$ cat config.mk
export PLATFORM = sky130hd
export DESIGN_NAME = crs_regset
export DESIGN_NICKNAME = d
export VERILOG_FILES = /design/src/crs_bank_mem.v /design/src/crs_irq_gate.v /design/src/crs_regset.v
export VERILOG_INCLUDE_DIRS = /design/src
export SDC_FILE = /design/constraint.sdc
export NUM_CORES = 1
export LEC_CHECK = 0
export BUFFER_PORTS_ARGS = -buffer_cell sky130_fd_sc_hd__buf_2
export CELL_PAD_IN_SITES_DETAIL_PLACEMENT = 2
export CELL_PAD_IN_SITES_GLOBAL_PLACEMENT = 2
export CORE_ASPECT_RATIO = 1.5
export CORE_MARGIN = 5
export CORE_UTILIZATION = 45
export CTS_BUF_LIST = sky130_fd_sc_hd__clkbuf_16
export CTS_CLUSTER_SIZE = 16
export DETAILED_ROUTE_END_ITERATION = 8
export GPL_ROUTABILITY_DRIVEN = 1
export PLACE_DENSITY_LB_ADDON = 0.1
export SYNTH_ARGS = -nofsm -noshare
export SYNTH_HDL_FRONTEND = slang
export SYNTH_HIERARCHICAL = 1
export SYNTH_SLANG_ARGS = --single-unit
$ cat constraint.sdc
create_clock -name i_sys_clk -period 2.29 [get_ports i_sys_clk]
set_input_delay 0.458 -clock i_sys_clk [delete_from_list [all_inputs] [get_ports i_sys_clk]]
set_output_delay 0.458 -clock i_sys_clk [all_outputs]
set_load 0.01 [all_outputs]
$ cat src/crs_defines.vh
`ifndef CRS_DEFINES_VH
`define CRS_DEFINES_VH
// register selector codes for the write and read ports
`define CRS_SEL_W        4
`define CRS_SEL_DATA0    4'h0
`define CRS_SEL_DATA1    4'h1
`define CRS_SEL_DATA2    4'h2
`define CRS_SEL_DATA3    4'h3
`define CRS_SEL_ADDR0    4'h4
`define CRS_SEL_ADDR1    4'h5
`define CRS_SEL_FRAME    4'h6
`define CRS_SEL_STATIC   4'h7
`define CRS_SEL_VTB      4'h8
`define CRS_SEL_PC       4'h9
`define CRS_SEL_USP      4'hA
`define CRS_SEL_ISP      4'hB
`define CRS_SEL_FLAG     4'hC
`define CRS_SEL_SP       4'hD
// width selector for data writes
`define CRS_WID_WORD     2'h0
`define CRS_WID_LOW      2'h1
`define CRS_WID_HIGH     2'h2
`define CRS_WID_LONG     2'h3
// flag register layout
`define CRS_FLAG_W       11
`define CRS_F_CARRY      0
`define CRS_F_DEBUG      1
`define CRS_F_ZERO       2
`define CRS_F_SIGN       3
`define CRS_F_BANK       4
`define CRS_F_OVFL       5
`define CRS_F_IEN        6
`define CRS_F_STK        7
`define CRS_F_RSVD       7
`define CRS_F_IPL_LO     8
`define CRS_F_IPL_HI     10
`define CRS_FLAG_RST     11'h000
`define CRS_FLAG_WMASK   11'h7FD
// widths, slot count, software vector limit and reset values
`define CRS_W16          16
`define CRS_W20          20
`define CRS_BANK_SLOTS   8
`define CRS_BSLOT_W      3
`define CRS_SWI_LIMIT    6'h20
`define CRS_RST16        16'h0000
`define CRS_RST20        20'h00000
`endif

$ cat src/crs_bank_mem.v
`timescale 1ns/100ps
`include "crs_defines.vh"
// two copies of the banked registers, slots 0..6 used, registered read
module crs_bank_mem (
  input  wire                       i_sys_clk,
  input  wire                       i_arst_n,
  input  wire                       i_we,
  input  wire                       i_wbank,
  input  wire [`CRS_BSLOT_W-1:0]    i_wslot,
  input  wire [`CRS_W16-1:0]        i_wdata,
  input  wire [1:0]                 i_be,
  input  wire                       i_rbank,
  input  wire [`CRS_BSLOT_W-1:0]    i_rslot,
  output reg  [`CRS_W16-1:0]        o_rdata
);
  // bank 0 in the low half, bank 1 in the high half
  reg [`CRS_W16-1:0] mem_reg [0:2*`CRS_BANK_SLOTS-1];
  integer k;
  // byte-lane write, registered read
  always @(posedge i_sys_clk or negedge i_arst_n) begin
    if (!i_arst_n) begin
      for (k = 0; k < 2*`CRS_BANK_SLOTS; k = k + 1) begin
        mem_reg[k] <= `CRS_RST16;
      end
      o_rdata <= `CRS_RST16;
    end else begin
      if (i_we && i_be[0]) begin
        mem_reg[{i_wbank, i_wslot}][7:0] <= i_wdata[7:0];
      end
      if (i_we && i_be[1]) begin
        mem_reg[{i_wbank, i_wslot}][15:8] <= i_wdata[15:8];
      end
      o_rdata <= mem_reg[{i_rbank, i_rslot}];
    end
  end
endmodule // crs_bank_mem

$ cat src/crs_irq_gate.v
`timescale 1ns/100ps
`include "crs_defines.vh"
// interrupt acceptance decision, registered
module crs_irq_gate (
  input  wire                       i_sys_clk,
  input  wire                       i_arst_n,
  input  wire                       i_req,
  input  wire                       i_maskable,
  input  wire [2:0]                 i_req_lvl,
  input  wire                       i_ien,
  input  wire [2:0]                 i_ipl,
  output reg                        o_accept
);
  always @(posedge i_sys_clk or negedge i_arst_n) begin
    if (!i_arst_n) begin
      o_accept <= 1'b0;
    end else begin
      o_accept <= i_req && (i_req_lvl > i_ipl) && (i_ien || !i_maskable);
    end
  end
endmodule // crs_irq_gate

$ cat src/crs_regset.v
`timescale 1ns/100ps
`include "crs_defines.vh"
// Functional notes
// - four 16-bit data registers, byte halves
// - first+third, second+fourth pair into longs
// - two 16-bit address regs, pair long
// - thirteen registers, banked set duplicated
// - frame and static base 16 bits
// - 20-bit vector table base
// - 20-bit program counter, next instruction
// - stack select picks irq or user pointer
// - stack select cleared on irq/low swi
// - flag register 11 bits wide
// - carry captures alu carry out
// - zero flag tracks zero result
// - sign flag tracks negative result
// - bank flag picks register copy
// - overflow flag tracks overflow
// - interrupt enable gates maskable requests
// - acknowledge clears interrupt enable
// - priority level three bits, 0..7
// - accept only strictly higher priority
// - debug flag bit written zero
module crs_regset (
  input  wire                       i_sys_clk,
  input  wire                       i_arst_n,
  input  wire                       i_wr_en,
  input  wire [`CRS_SEL_W-1:0]      i_wr_sel,
  input  wire [1:0]                 i_wr_wid,
  input  wire [31:0]                i_wr_data,
  input  wire [`CRS_SEL_W-1:0]      i_rd_sel,
  input  wire                       i_rd_long,
  input  wire                       i_pc_inc,
  input  wire                       i_alu_upd,
  input  wire                       i_alu_carry,
  input  wire                       i_alu_zero,
  input  wire                       i_alu_sign,
  input  wire                       i_alu_ovfl,
  input  wire                       i_irq_req,
  input  wire                       i_irq_maskable,
  input  wire [2:0]                 i_irq_lvl,
  input  wire                       i_irq_ack,
  input  wire                       i_swi_exec,
  input  wire [5:0]                 i_swi_num,
  output reg  [31:0]                o_rd_data,
  output reg  [`CRS_FLAG_W-1:0]     o_flag,
  output reg  [`CRS_W20-1:0]        o_program_counter,
  output reg  [`CRS_W20-1:0]        o_vector_table_base,
  output reg  [`CRS_W16-1:0]        o_active_sp,
  output reg  [`CRS_W16-1:0]        o_static_base,
  output wire                       o_irq_accept
);
  // unbanked registers
  reg [`CRS_W16-1:0]    static_base_reg;
  reg [`CRS_W20-1:0]    vector_table_base_reg;
  reg [`CRS_W20-1:0]    program_counter_reg;
  reg [`CRS_W16-1:0]    user_stack_pointer_reg;
  reg [`CRS_W16-1:0]    irq_stack_pointer_reg;
  reg [`CRS_FLAG_W-1:0] flag_register_reg;
  reg [`CRS_FLAG_W-1:0] flag_register_next;
  // banked memory ports (two lanes for long reads)
  wire [`CRS_W16-1:0]   bank_lo_rdata;
  wire [`CRS_W16-1:0]   bank_hi_rdata;
  reg                   bank_we;
  reg [`CRS_BSLOT_W-1:0] bank_wslot;
  reg [`CRS_W16-1:0]    bank_wdata;
  reg [1:0]             bank_be;
  reg                   bankh_we;
  reg [`CRS_BSLOT_W-1:0] bankh_wslot;
  reg [`CRS_BSLOT_W-1:0] rd_lo_slot;
  reg [`CRS_BSLOT_W-1:0] rd_hi_slot;
  reg                   rd_banked_reg;
  reg                   rd_long_reg;
  reg                   rd_upper_reg;   // word read of an upper-half register
  reg                   lane_lo_we;     // low lane write enable
  reg                   lane_hi_we;     // high lane write enable
  reg [`CRS_BSLOT_W-1:0] lane_hi_slot;  // high lane write slot
  reg [`CRS_W16-1:0]    lane_hi_wdata;  // high lane write data
  reg [1:0]             lane_hi_be;     // high lane byte enables
  reg [31:0]            rd_plain;
  reg [31:0]            rd_plain_reg;
  wire                  cur_bank;

  // slot index of a banked selector
  function [`CRS_BSLOT_W-1:0] slot_of;
    input [`CRS_SEL_W-1:0] sel;
    begin
      slot_of = sel[`CRS_BSLOT_W-1:0];
    end
  endfunction

  // long partner: first->third, second->fourth, addr0->addr1
  function [`CRS_BSLOT_W-1:0] partner_of;
    input [`CRS_SEL_W-1:0] sel;
    begin
      case (sel)
        `CRS_SEL_DATA0: partner_of = slot_of(`CRS_SEL_DATA2);
        `CRS_SEL_DATA1: partner_of = slot_of(`CRS_SEL_DATA3);
        default:        partner_of = slot_of(`CRS_SEL_ADDR1);
      endcase
    end
  endfunction

  // true for the seven banked selectors
  function is_banked;
    input [`CRS_SEL_W-1:0] sel;
    begin
      is_banked = (sel <= `CRS_SEL_FRAME);
    end
  endfunction

  // true for the upper halves of the long pairs, which live in the high lane
  function is_upper;
    input [`CRS_SEL_W-1:0] sel;
    begin
      is_upper = (sel == `CRS_SEL_DATA2) || (sel == `CRS_SEL_DATA3) ||
                 (sel == `CRS_SEL_ADDR1);
    end
  endfunction

  assign cur_bank = flag_register_reg[`CRS_F_BANK];

  // banked write lane decode
  // byte halves
  always @* begin
    bank_we     = i_wr_en && is_banked(i_wr_sel);
    bank_wslot  = slot_of(i_wr_sel);
    bank_wdata  = i_wr_data[15:0];
    bank_be     = 2'h3;
    bankh_we    = 1'b0;
    bankh_wslot = partner_of(i_wr_sel);
    case (i_wr_wid)
      `CRS_WID_LOW: begin
        bank_be = 2'h1;
      end
      `CRS_WID_HIGH: begin
        bank_be    = 2'h2;
        bank_wdata = {i_wr_data[7:0], i_wr_data[7:0]};
      end
      `CRS_WID_LONG: begin
        bankh_we = bank_we && (i_wr_sel == `CRS_SEL_DATA0 || i_wr_sel == `CRS_SEL_DATA1
                               || i_wr_sel == `CRS_SEL_ADDR0);
      end
      default: begin
        bank_be = 2'h3;
      end
    endcase
  end

  // lane steering: upper halves sit only in the high lane, all other banked
  // registers only in the low lane, so a long write fills both halves in one
  // cycle and a later word read of either half sees the same value
  // pair halves stay one register
  always @* begin
    lane_lo_we    = bank_we && !is_upper(i_wr_sel);
    lane_hi_we    = bankh_we || (bank_we && is_upper(i_wr_sel));
    lane_hi_slot  = bank_wslot;
    lane_hi_wdata = bank_wdata;
    lane_hi_be    = bank_be;
    if (bankh_we) begin
      // long write: upper word goes to the partner slot
      lane_hi_slot  = bankh_wslot;
      lane_hi_wdata = i_wr_data[31:16];
      lane_hi_be    = 2'h3;
    end
  end

  crs_bank_mem u_bank_lo (
    .i_sys_clk (i_sys_clk),
    .i_arst_n  (i_arst_n),
    .i_we      (lane_lo_we),
    .i_wbank   (cur_bank),
    .i_wslot   (bank_wslot),
    .i_wdata   (bank_wdata),
    .i_be      (bank_be),
    .i_rbank   (cur_bank),
    .i_rslot   (rd_lo_slot),
    .o_rdata   (bank_lo_rdata)
  );

  // high lane: upper halves, written alone or together with a long write
  crs_bank_mem u_bank_hi (
    .i_sys_clk (i_sys_clk),
    .i_arst_n  (i_arst_n),
    .i_we      (lane_hi_we),
    .i_wbank   (cur_bank),
    .i_wslot   (lane_hi_slot),
    .i_wdata   (lane_hi_wdata),
    .i_be      (lane_hi_be),
    .i_rbank   (cur_bank),
    .i_rslot   (rd_hi_slot),
    .o_rdata   (bank_hi_rdata)
  );

  // read slot choice: low lane reads the selector, high lane its partner on a long read, else the selector
  always @* begin
    rd_lo_slot = slot_of(i_rd_sel);
    rd_hi_slot = i_rd_long ? partner_of(i_rd_sel) : slot_of(i_rd_sel);
  end

  // trade-off: splitting the bank over two lanes leaves four of eight slots unused in the low lane
  // and five in the high lane, but gives a long read in one cycle with no second read port
  // limitation: a long read of a banked selector other than a pair's lower half returns junk

  // unbanked read mux
  always @* begin
    case (i_rd_sel)
      `CRS_SEL_STATIC: rd_plain = {16'h0000, static_base_reg};
      `CRS_SEL_VTB:    rd_plain = {12'h000, vector_table_base_reg};
      `CRS_SEL_PC:     rd_plain = {12'h000, program_counter_reg};
      `CRS_SEL_USP:    rd_plain = {16'h0000, user_stack_pointer_reg};
      `CRS_SEL_ISP:    rd_plain = {16'h0000, irq_stack_pointer_reg};
      `CRS_SEL_FLAG:   rd_plain = {21'h000000, flag_register_reg};
      `CRS_SEL_SP:     rd_plain = {16'h0000, o_active_sp};
      default:         rd_plain = 32'h00000000;
    endcase
  end

  // read pipeline lines up with the registered bank read
  always @(posedge i_sys_clk or negedge i_arst_n) begin
    if (!i_arst_n) begin
      rd_banked_reg <= 1'b0;
      rd_long_reg   <= 1'b0;
      rd_upper_reg  <= 1'b0;
      rd_plain_reg  <= 32'h00000000;
    end else begin
      rd_banked_reg <= is_banked(i_rd_sel);
      rd_long_reg   <= i_rd_long;
      rd_upper_reg  <= is_upper(i_rd_sel);
      rd_plain_reg  <= rd_plain;
    end
  end

  // read data output register, two cycles after the select
  always @(posedge i_sys_clk or negedge i_arst_n) begin
    if (!i_arst_n) begin
      o_rd_data <= 32'h00000000;
    end else if (rd_banked_reg) begin
      if (rd_long_reg) begin
        // long: upper half from the high lane
        o_rd_data <= {bank_hi_rdata, bank_lo_rdata};
      end else if (rd_upper_reg) begin
        // word read of an upper-half register
        o_rd_data <= {16'h0000, bank_hi_rdata};
      end else begin
        o_rd_data <= {16'h0000, bank_lo_rdata};
      end
    end else begin
      o_rd_data <= rd_plain_reg;
    end
  end

  // flag next-state; hardware events take priority over software writes
  always @* begin
    flag_register_next = flag_register_reg;
    if (i_wr_en && i_wr_sel == `CRS_SEL_FLAG) begin
      flag_register_next = i_wr_data[`CRS_FLAG_W-1:0] & `CRS_FLAG_WMASK;
    end
    if (i_alu_upd) begin
      flag_register_next[`CRS_F_CARRY] = i_alu_carry;
      flag_register_next[`CRS_F_ZERO]  = i_alu_zero;
      flag_register_next[`CRS_F_SIGN]  = i_alu_sign;
      flag_register_next[`CRS_F_OVFL]  = i_alu_ovfl;
    end
    if (i_irq_ack) begin
      flag_register_next[`CRS_F_IEN] = 1'b0;
      flag_register_next[`CRS_F_STK] = 1'b0;
    end
    if (i_swi_exec && i_swi_num < `CRS_SWI_LIMIT) begin
      flag_register_next[`CRS_F_STK] = 1'b0;
    end
  end

  // unbanked registers and flags
  // eleven-bit flag store
  always @(posedge i_sys_clk or negedge i_arst_n) begin
    if (!i_arst_n) begin
      static_base_reg        <= `CRS_RST16;
      vector_table_base_reg  <= `CRS_RST20;
      program_counter_reg    <= `CRS_RST20;
      user_stack_pointer_reg <= `CRS_RST16;
      irq_stack_pointer_reg  <= `CRS_RST16;
      flag_register_reg      <= `CRS_FLAG_RST;
    end else begin
      flag_register_reg <= flag_register_next;
      if (i_wr_en && i_wr_sel == `CRS_SEL_STATIC) begin
        static_base_reg <= i_wr_data[15:0];
      end
      if (i_wr_en && i_wr_sel == `CRS_SEL_VTB) begin
        vector_table_base_reg <= i_wr_data[`CRS_W20-1:0];
      end
      if (i_wr_en && i_wr_sel == `CRS_SEL_PC) begin
        program_counter_reg <= i_wr_data[`CRS_W20-1:0];
      end else if (i_pc_inc) begin
        program_counter_reg <= program_counter_reg + 20'h00001;
      end
      // sp alias writes the active pointer
      if (i_wr_en && (i_wr_sel == `CRS_SEL_USP ||
          (i_wr_sel == `CRS_SEL_SP && flag_register_reg[`CRS_F_STK]))) begin
        user_stack_pointer_reg <= i_wr_data[15:0];
      end
      if (i_wr_en && (i_wr_sel == `CRS_SEL_ISP ||
          (i_wr_sel == `CRS_SEL_SP && !flag_register_reg[`CRS_F_STK]))) begin
        irq_stack_pointer_reg <= i_wr_data[15:0];
      end
    end
  end

  // registered status outputs, one cycle behind the state
  always @(posedge i_sys_clk or negedge i_arst_n) begin
    if (!i_arst_n) begin
      o_flag              <= `CRS_FLAG_RST;
      o_program_counter   <= `CRS_RST20;
      o_vector_table_base <= `CRS_RST20;
      o_active_sp         <= `CRS_RST16;
      o_static_base       <= `CRS_RST16;
    end else begin
      o_flag              <= flag_register_reg;
      o_program_counter   <= program_counter_reg;
      o_vector_table_base <= vector_table_base_reg;
      o_active_sp         <= flag_register_reg[`CRS_F_STK] ? user_stack_pointer_reg
                                                            : irq_stack_pointer_reg;
      o_static_base       <= static_base_reg;
    end
  end

  crs_irq_gate u_irq_gate (
    .i_sys_clk  (i_sys_clk),
    .i_arst_n   (i_arst_n),
    .i_req      (i_irq_req),
    .i_maskable (i_irq_maskable),
    .i_req_lvl  (i_irq_lvl),
    .i_ien      (flag_register_reg[`CRS_F_IEN]),
    .i_ipl      (flag_register_reg[`CRS_F_IPL_HI:`CRS_F_IPL_LO]),
    .o_accept   (o_irq_accept)
  );
endmodule // crs_regset

==> results.md, run 1 <==
* Outcome: complete, no violations
* Yosys cell types at 55
* Max incr delay on CP at 0.71 ns
* Fin Setup TNS at 0 ns
* Antenna Nets Post-Route at 0
* Vias per cell at roughly 5.8
* Worst Hold Path Cells at 3
* Vias in the first global route at ~25k
* Top post-synthesis cells by count: 780 x dfrtp_1, 609 x mux2_2, 128 x mux4_2
* Mapped Nets at around 2.2k
* Cell area power density at 911.2 nW/µm²
* Std cell rows at between 100 and 150
* CP Max Fanout at 7
* RR Endpoint: program_counter_reg[18]
* Buf+Inv Stages, Crit Path at 0
* Multi-input gate area at about 13000 µm²
* EDFF count, synth at 0
* Hold_buf cts at 2
* Seq/Total Area, Yosys at 58.59%
* Hold endpoint: flag_register_reg[0]
* Chip height at ~340 µm
* Static Leak at about 19 nW
* Num CTS Buffers at 78
* Total Nets Final at between 2k and 3k
* Synth Instances at between 2k and 2.5k
* Clk pin slew, worst setup/hold paths at 0.06 ns
* Max Cap Viol at 0
* Fraction of registers with async set/reset at 100.0%
* I/O Buffers at approximately 170
* Rel. slew slack at between 30% and 40%
* Leading area contributor after synthesis: dfrtp_1
* Crit end category: flop
* Seq cells post-synth at 780
* Dpl cells at 3448
* Pin count of the biggest net entering global routing at approximately 100
* Post-CTS Setup Bufs at 0
* Starting density of the core at about 45%
* Final setup fails at 0
* Finished Cell Area at approximately 40000 µm²
* 1st-pass router iterations at 5
* Clk sinks at 780
* CP cell instances: ha_1, nand3_1, or4_1, or4_1, nand3_1
* Final worst slack at between 0.1 and 0.15 ns
* Min-delay src: i_alu_carry
* Maximum VDD drop at around 0.00060 V
* Yosys top cell area share at around three fifths
* Share of layout cells above drive strength 1 at 50.92%
* Reg2reg start: program_counter_reg[0]
* Pre-CTS setup slack at -0.3419 ns
* Die area at roughly 80000 µm²
* # IOs at 181
* Setup CP Type: flop to flop
* WL per Instance at between 30 and 40 µm
* DRT Wirelength at 110800 µm
* HP Class: primary input to flop
* Initial antenna violation count at 15
* Max-slew violations at 0
* RePlAce Congestion at 0.8042
* Worst R2R Setup Slack at around 0.13 ns
* Total grt overflow at 0
* Fill count at 6651
* DR vias at 20.96k
* RSZ-0062 raised after global routing: no
* Crit-path slowest cell: or4_1
* Cells resized by post-CTS repair at 0
* Hold Violations, Final at 0
* Worst hold slack at a little over 0.05 ns
* Cell family with most CP delay: simple AND/OR/NAND/NOR gates
* CTS tree: built
* Most frequent cell after synthesis: dfrtp_1
* Area Growth Syn to Fin at 21.10%
* Core area at about 74000 µm²
* Fmax at 462.6 MHz
* Root Driver: clkbuf_16
* Initial DRC count at 1345
* Fin cells at 3593
* Layout Skew at about 0.018 ns
* Cell Area, Synth at between 30000 and 40000 µm²
* Max clock buf depth at 3
* Register area at roughly 20000 µm²
* Synth Flop Type: dfrtp_1
* Worst endpoint required time at 2.86 ns
* Worst-margin pin slew at ~1.0 ns
* Worst EP arrival at 2.74 ns
* First-pass GRT wire length at about 170000 µm
* Reg2Reg Depth at 5
* Max H-tree Level at 3
* Drt drc at 0
* Die X-Extent at 232.2 µm
* Clk_lat worst skew at about 0.65 ns
* Tcrit/Tclk final at 94.41%
* Syn. warnings at 6
* Placed Area at around 38000 µm²
* Post-DP HPWL at slightly below 80000 µm
* CP startpoint kind: flop
* Dominant cells by area after synthesis: dfrtp_1 59%, mux2_2 21%, mux4_2 8.7%
* Avg Inst Size Synth at roughly 15 µm²
* Post-layout minimum cycle time at 2.162 ns
* Total Routing Usage GR at roughly 28%
-- power by group --
group          internal, mW  switching (mW)  leakage (nW)
Combinational          3.00            3.00          7.42
Sequential             16.1            1.66          10.2
Clock                  7.42            5.57          1.32
-- logic make-up (layout without fill, tap and decap cells) --
| logic type | Yosys count | count (layout) | share of synthesized area [%] |
|---|---|---|---|
| buffers and inverters | 147 | 568 | 1.870 |
| DFF | 780 | 780 | 58.59 |
| adders and majority gates | 4 | 4 | 0.1502 |
| and+or+nand+nor | 291 | 291 | 4.856 |
| AOI/OAI and AO/OA | 168 | 168 | 3.651 |
| xor gates and xnor gates | 12 | 12 | 0.3155 |
| muxes | 776 | 776 | 30.56 |
| other | 1 | 2 | 0.01126 |
-- worst register-to-register path, stage by stage, from the launching register on --
cell     delay [ns]
dfrtp_1        0.37
ha_1           0.24
nand3_1        0.15
or4_1          0.71
or4_1          0.54
nand3_1        0.10
-- layout by cell type (no fill, tap or decap), drive strengths merged, types with 11 or more instances in the layout --
master,count
dfrtp,780
mux2,624
buf,412
mux4,128
nand2,88
a22oi,85
clkbuf,81
nor2,65
inv,35
nand3,30
clkinv,29
o21ai,25
mux2i,24
a222oi,22
nand2b,20
a21oi,19
and3,14
nor2b,13
nor3,12
nand4,11
-- stage by stage --
stage	util, %	power (mW)
after floorplan	-	20.68
after global placement	51.36	23.27
after detailed placement	51.36	23.92
after CTS	54.83	37.11
after global routing	54.83	38.26
final	54.83	36.76
-- metal layers --
| metal | up-vias | GRT usage [%] | wire length [µm] |
|---|---|---|---|
| met1 | 11400 | 32.95 | 42050 |
| met2 | 534 | 50.90 | 59020 |
| li1 | 8803 | - | - |
| met3 | 216 | 4.408 | 4271 |
| met5 | - | 0 | 66 |
| met4 | 8 | 12.29 | 5403 |
-- worst max-delay path by stage --
stage                                 startpoint                       to  slack, ns  cells after the start
after detailed placement                 i_wr_en   u_bank_hi/mem_reg[193]      -0.34                     10
final                     program_counter_reg[0]  program_counter_reg[18]       0.13                      5
after global placement                 i_rd_long     u_bank_hi/o_rdata[0]      -0.22                      9
after global routing      program_counter_reg[0]  program_counter_reg[18]       0.09                      5
after floorplan                      i_rd_sel[1]    u_bank_hi/o_rdata[10]     0.0009                      8
after CTS                 program_counter_reg[0]  program_counter_reg[18]       0.13                      5
-- cell type report --
cell class | count | area share (%)
timing repair buffer | 414 | 9.373
inverter | 12 | 0.1117
multi-input combinational | 1252 | 32.77
tap | 992 | 3.077
clock inverter | 61 | 1.256
sequential | 780 | 48.39
antenna | 1 | 0.006203
clock buffer | 81 | 5.024
No activity file was read; power rests on OpenSTA's default activity.
==> run 2: changes to the inputs <==
--- a/config.mk
+++ b/config.mk
@@ -16,6 +16,7 @@
 export CTS_CLUSTER_SIZE = 16
 export DETAILED_ROUTE_END_ITERATION = 8
 export GPL_ROUTABILITY_DRIVEN = 1
+export GPL_TIMING_DRIVEN = 0
 export PLACE_DENSITY_LB_ADDON = 0.1
 export SYNTH_ARGS = -nofsm -noshare
 export SYNTH_HDL_FRONTEND = slang
==> results.md, run 2 (same netlist as run 1, synthesis figures left out) <==
* CP Max Fanout at 10 (+3)
* Cell family with most CP delay: buffers and inverters
* Worst-margin pin slew at 0.8759 ns (-0.1559 ns)
* Std cell rows at 122 (unchanged)
* Max Cap Viol at 0 (unchanged)
* CP cell instances: buf_2, clkbuf_2, nand2b_1, o21bai_2, clkbuf_4, nand2_2, nor2b_1, buf_2, mux2_2
* Num CTS Buffers at 78 (unchanged)
* Worst EP arrival at 2.89 ns (+0.15 ns)
* Root Driver: clkbuf_16
* HP Class: primary input to flop
* Setup CP Type: primary input to flop
* Failing checks: negative setup slack
* Worst endpoint required time at 2.80 ns (-0.06 ns)
* Crit path depth at 9 (+4)
* Drt drc at 0 (unchanged)
* Total Routing Usage GR at 27.76% (-0.32 points)
* Die X-Extent at 232.2 µm (unchanged)
* RSZ-0062 raised after global routing: yes
* Reg2Reg Depth at 5 (unchanged)
* Core area at 73580 µm² (unchanged)
* DRT Wirelength at 111000 µm (+0.14%)
* Fin cells at 3524 (-1.9%)
* RePlAce Congestion at 0.8110 (+0.85%)
* Max clock buf depth at 3 (unchanged)
* Pin count of the biggest net entering global routing at 130 (+25%)
* Final Total Pwr at 35.90 mW (-2.3%)
* Die area at 79690 µm² (unchanged)
* Share of layout cells above drive strength 1 at 47.85% (-3.1 points)
* Initial antenna violation count at 8 (-7)
* DR vias at 20.87k (-0.46%)
* Dpl cells at 3351 (-2.8%)
* 1st-pass router iterations at 6 (+1)
* Total grt overflow at 0 (unchanged)
* Vias per cell at 5.921 (+1.5%)
* Worst hold slack at 0.05891 ns (+0.007686 ns)
* Static Leak at 18.12 nW (-4.4%)
* Layout Skew at 0.02757 ns (+0.009972 ns)
* Post-layout minimum cycle time at 2.377 ns (+0.2152 ns)
* Commonest non-fill, non-tap cells in the layout: 777 x dfrtp_1, 605 x mux2_2, 212 x buf_2, 128 x mux4_2, 85 x a22oi_1
* WL per Instance at 31.49 µm (+2.1%)
* Crit-path most repeated cell: buf_2
* First-pass GRT wire length at 164300 µm (-1.1%)
* Max incr delay on CP at 0.38 ns (-0.33 ns)
* Vias in the first global route at 24.20k (-3.3%)
* Post-DP HPWL at 78650 µm (+2.1%)
* Final worst slack at -0.08708 ns (-0.2152 ns)
* Final setup fails at 10 (+10)
* Clk pin slew, worst setup/hold paths at 0.06 ns (about the same)
* Fmax at 420.7 MHz (-9.1%)
* Initial DRC count at 1247 (-7.3%)
* Tcrit/Tclk final at 103.8% (+9.4 points)
* Max H-tree Level at 3 (unchanged)
* Crit-path slowest cell: mux2_2
* Cell area power density at 922.9 nW/µm² (+1.3%)
* Maximum VDD drop at 0.0007591 V (+26%)
* Rel. slew slack at 41.60% (+11 points)
* Antenna Nets Post-Route at 0 (unchanged)
* Hold Violations, Final at 0 (unchanged)
* I/O Buffers at 172 (-1.1%)
* Clk_lat worst skew at 0.65 ns (about the same)
* # IOs at 181 (unchanged)
* Worst Hold Path Cells at 3 (unchanged)
* Crit end category: flop
* Total Nets Final at 2545 (-2.4%)
* Clk sinks at 780 (unchanged)
* CP startpoint kind: primary input
* Area Growth Syn to Fin at 16.76%
* Max-slew violations at 0 (unchanged)
* Starting density of the core at 45.28% (unchanged)
* CTS tree: built
* Chip height at 343.2 µm (unchanged)
* Outcome: finished, violations left
* Buf+Inv Stages, Crit Path at 4 (+4)
* Most common cell after layout, fill and taps aside: dfrtp_1
==> run 2: final cells by class <==
cell class              instances  area, µm²
diodes                          1      2.502
plain buffers                 134      680.7
clock buffers                  81       2027
clock inverters                54      370.4
fillers                      6693      34680
inverters                      12      48.80
multi-input cells            1252      13440
flip-flops and latches        780      19530
well taps                     992       1241
repair buffers                218       1568
==> run 2: final timing paths <==
| kind | startpoint | end | slack [ns] |
|---|---|---|---|
| worst max-delay path | i_wr_sel[2] | u_bank_hi/mem_reg[171] | -0.09 |
| worst min register to register | static_base_reg[2] | o_static_base[2] | 0.41 |
| max in group asynchronous | i_arst_n | u_bank_lo/mem_reg[200] | 0.42 |
| worst min-delay path | i_alu_sign | flag_register_reg[3] | 0.06 |
| min in group asynchronous | i_arst_n | o_flag[2] | 0.35 |
| worst max register to register | flag_register_reg[4] | u_bank_lo/o_rdata[7] | 0.03 |
==> run 2: metal layers <==
layer  wire, µm  vias up  part of all wire (%)  GRT usage [%]
met5         55        -                 0.050              0
met4       3672        8                   3.3          9.877
met3       4001      195                   3.6          3.657
met1      41290    11480                    37          32.38
met2      61950      496                    56          52.19
li1           -     8683                     -              -
==> run 2: power by group <==
part           internal [mW]  switching (mW)
clock network           6.93            5.44
registers               16.1            1.69
logic                   2.79            2.93
total                   25.8            10.1
==> run 2: what timing repair did <==
action | CTS | global route
pin swaps | 13 | 5
hold buffers | 3 | 0
setup buffers | 18 | 17
resized for setup | 74 | 51
endpoints found under the hold margin | 52 | 0
endpoints found under the setup margin | 597 | 384
==> run 2: worst min-delay path, delay by kind of cell <==
family	cells	cell delay [ns]
AO/OA/AOI/OAI	1	0.05
buffers and inverters	1	0.10
AND/OR/NAND/NOR	1	0.05
==> run 2: stage by stage <==
stage          setup slack [ns]  utilization (%)  TNS [ns]  instance area [µm²]
2_1_floorplan         0.0008995                -         0                33330
3_3_place_gp             -15.12            48.16         -                35430
3_5_place_dp             -1.579            48.46   -503.21                35660
4_1_cts               -0.009126            52.45  -0.02307                38590
5_1_grt                -0.09525            52.87    -2.533                38900
6_report               -0.08708            52.87   -0.5551                38900
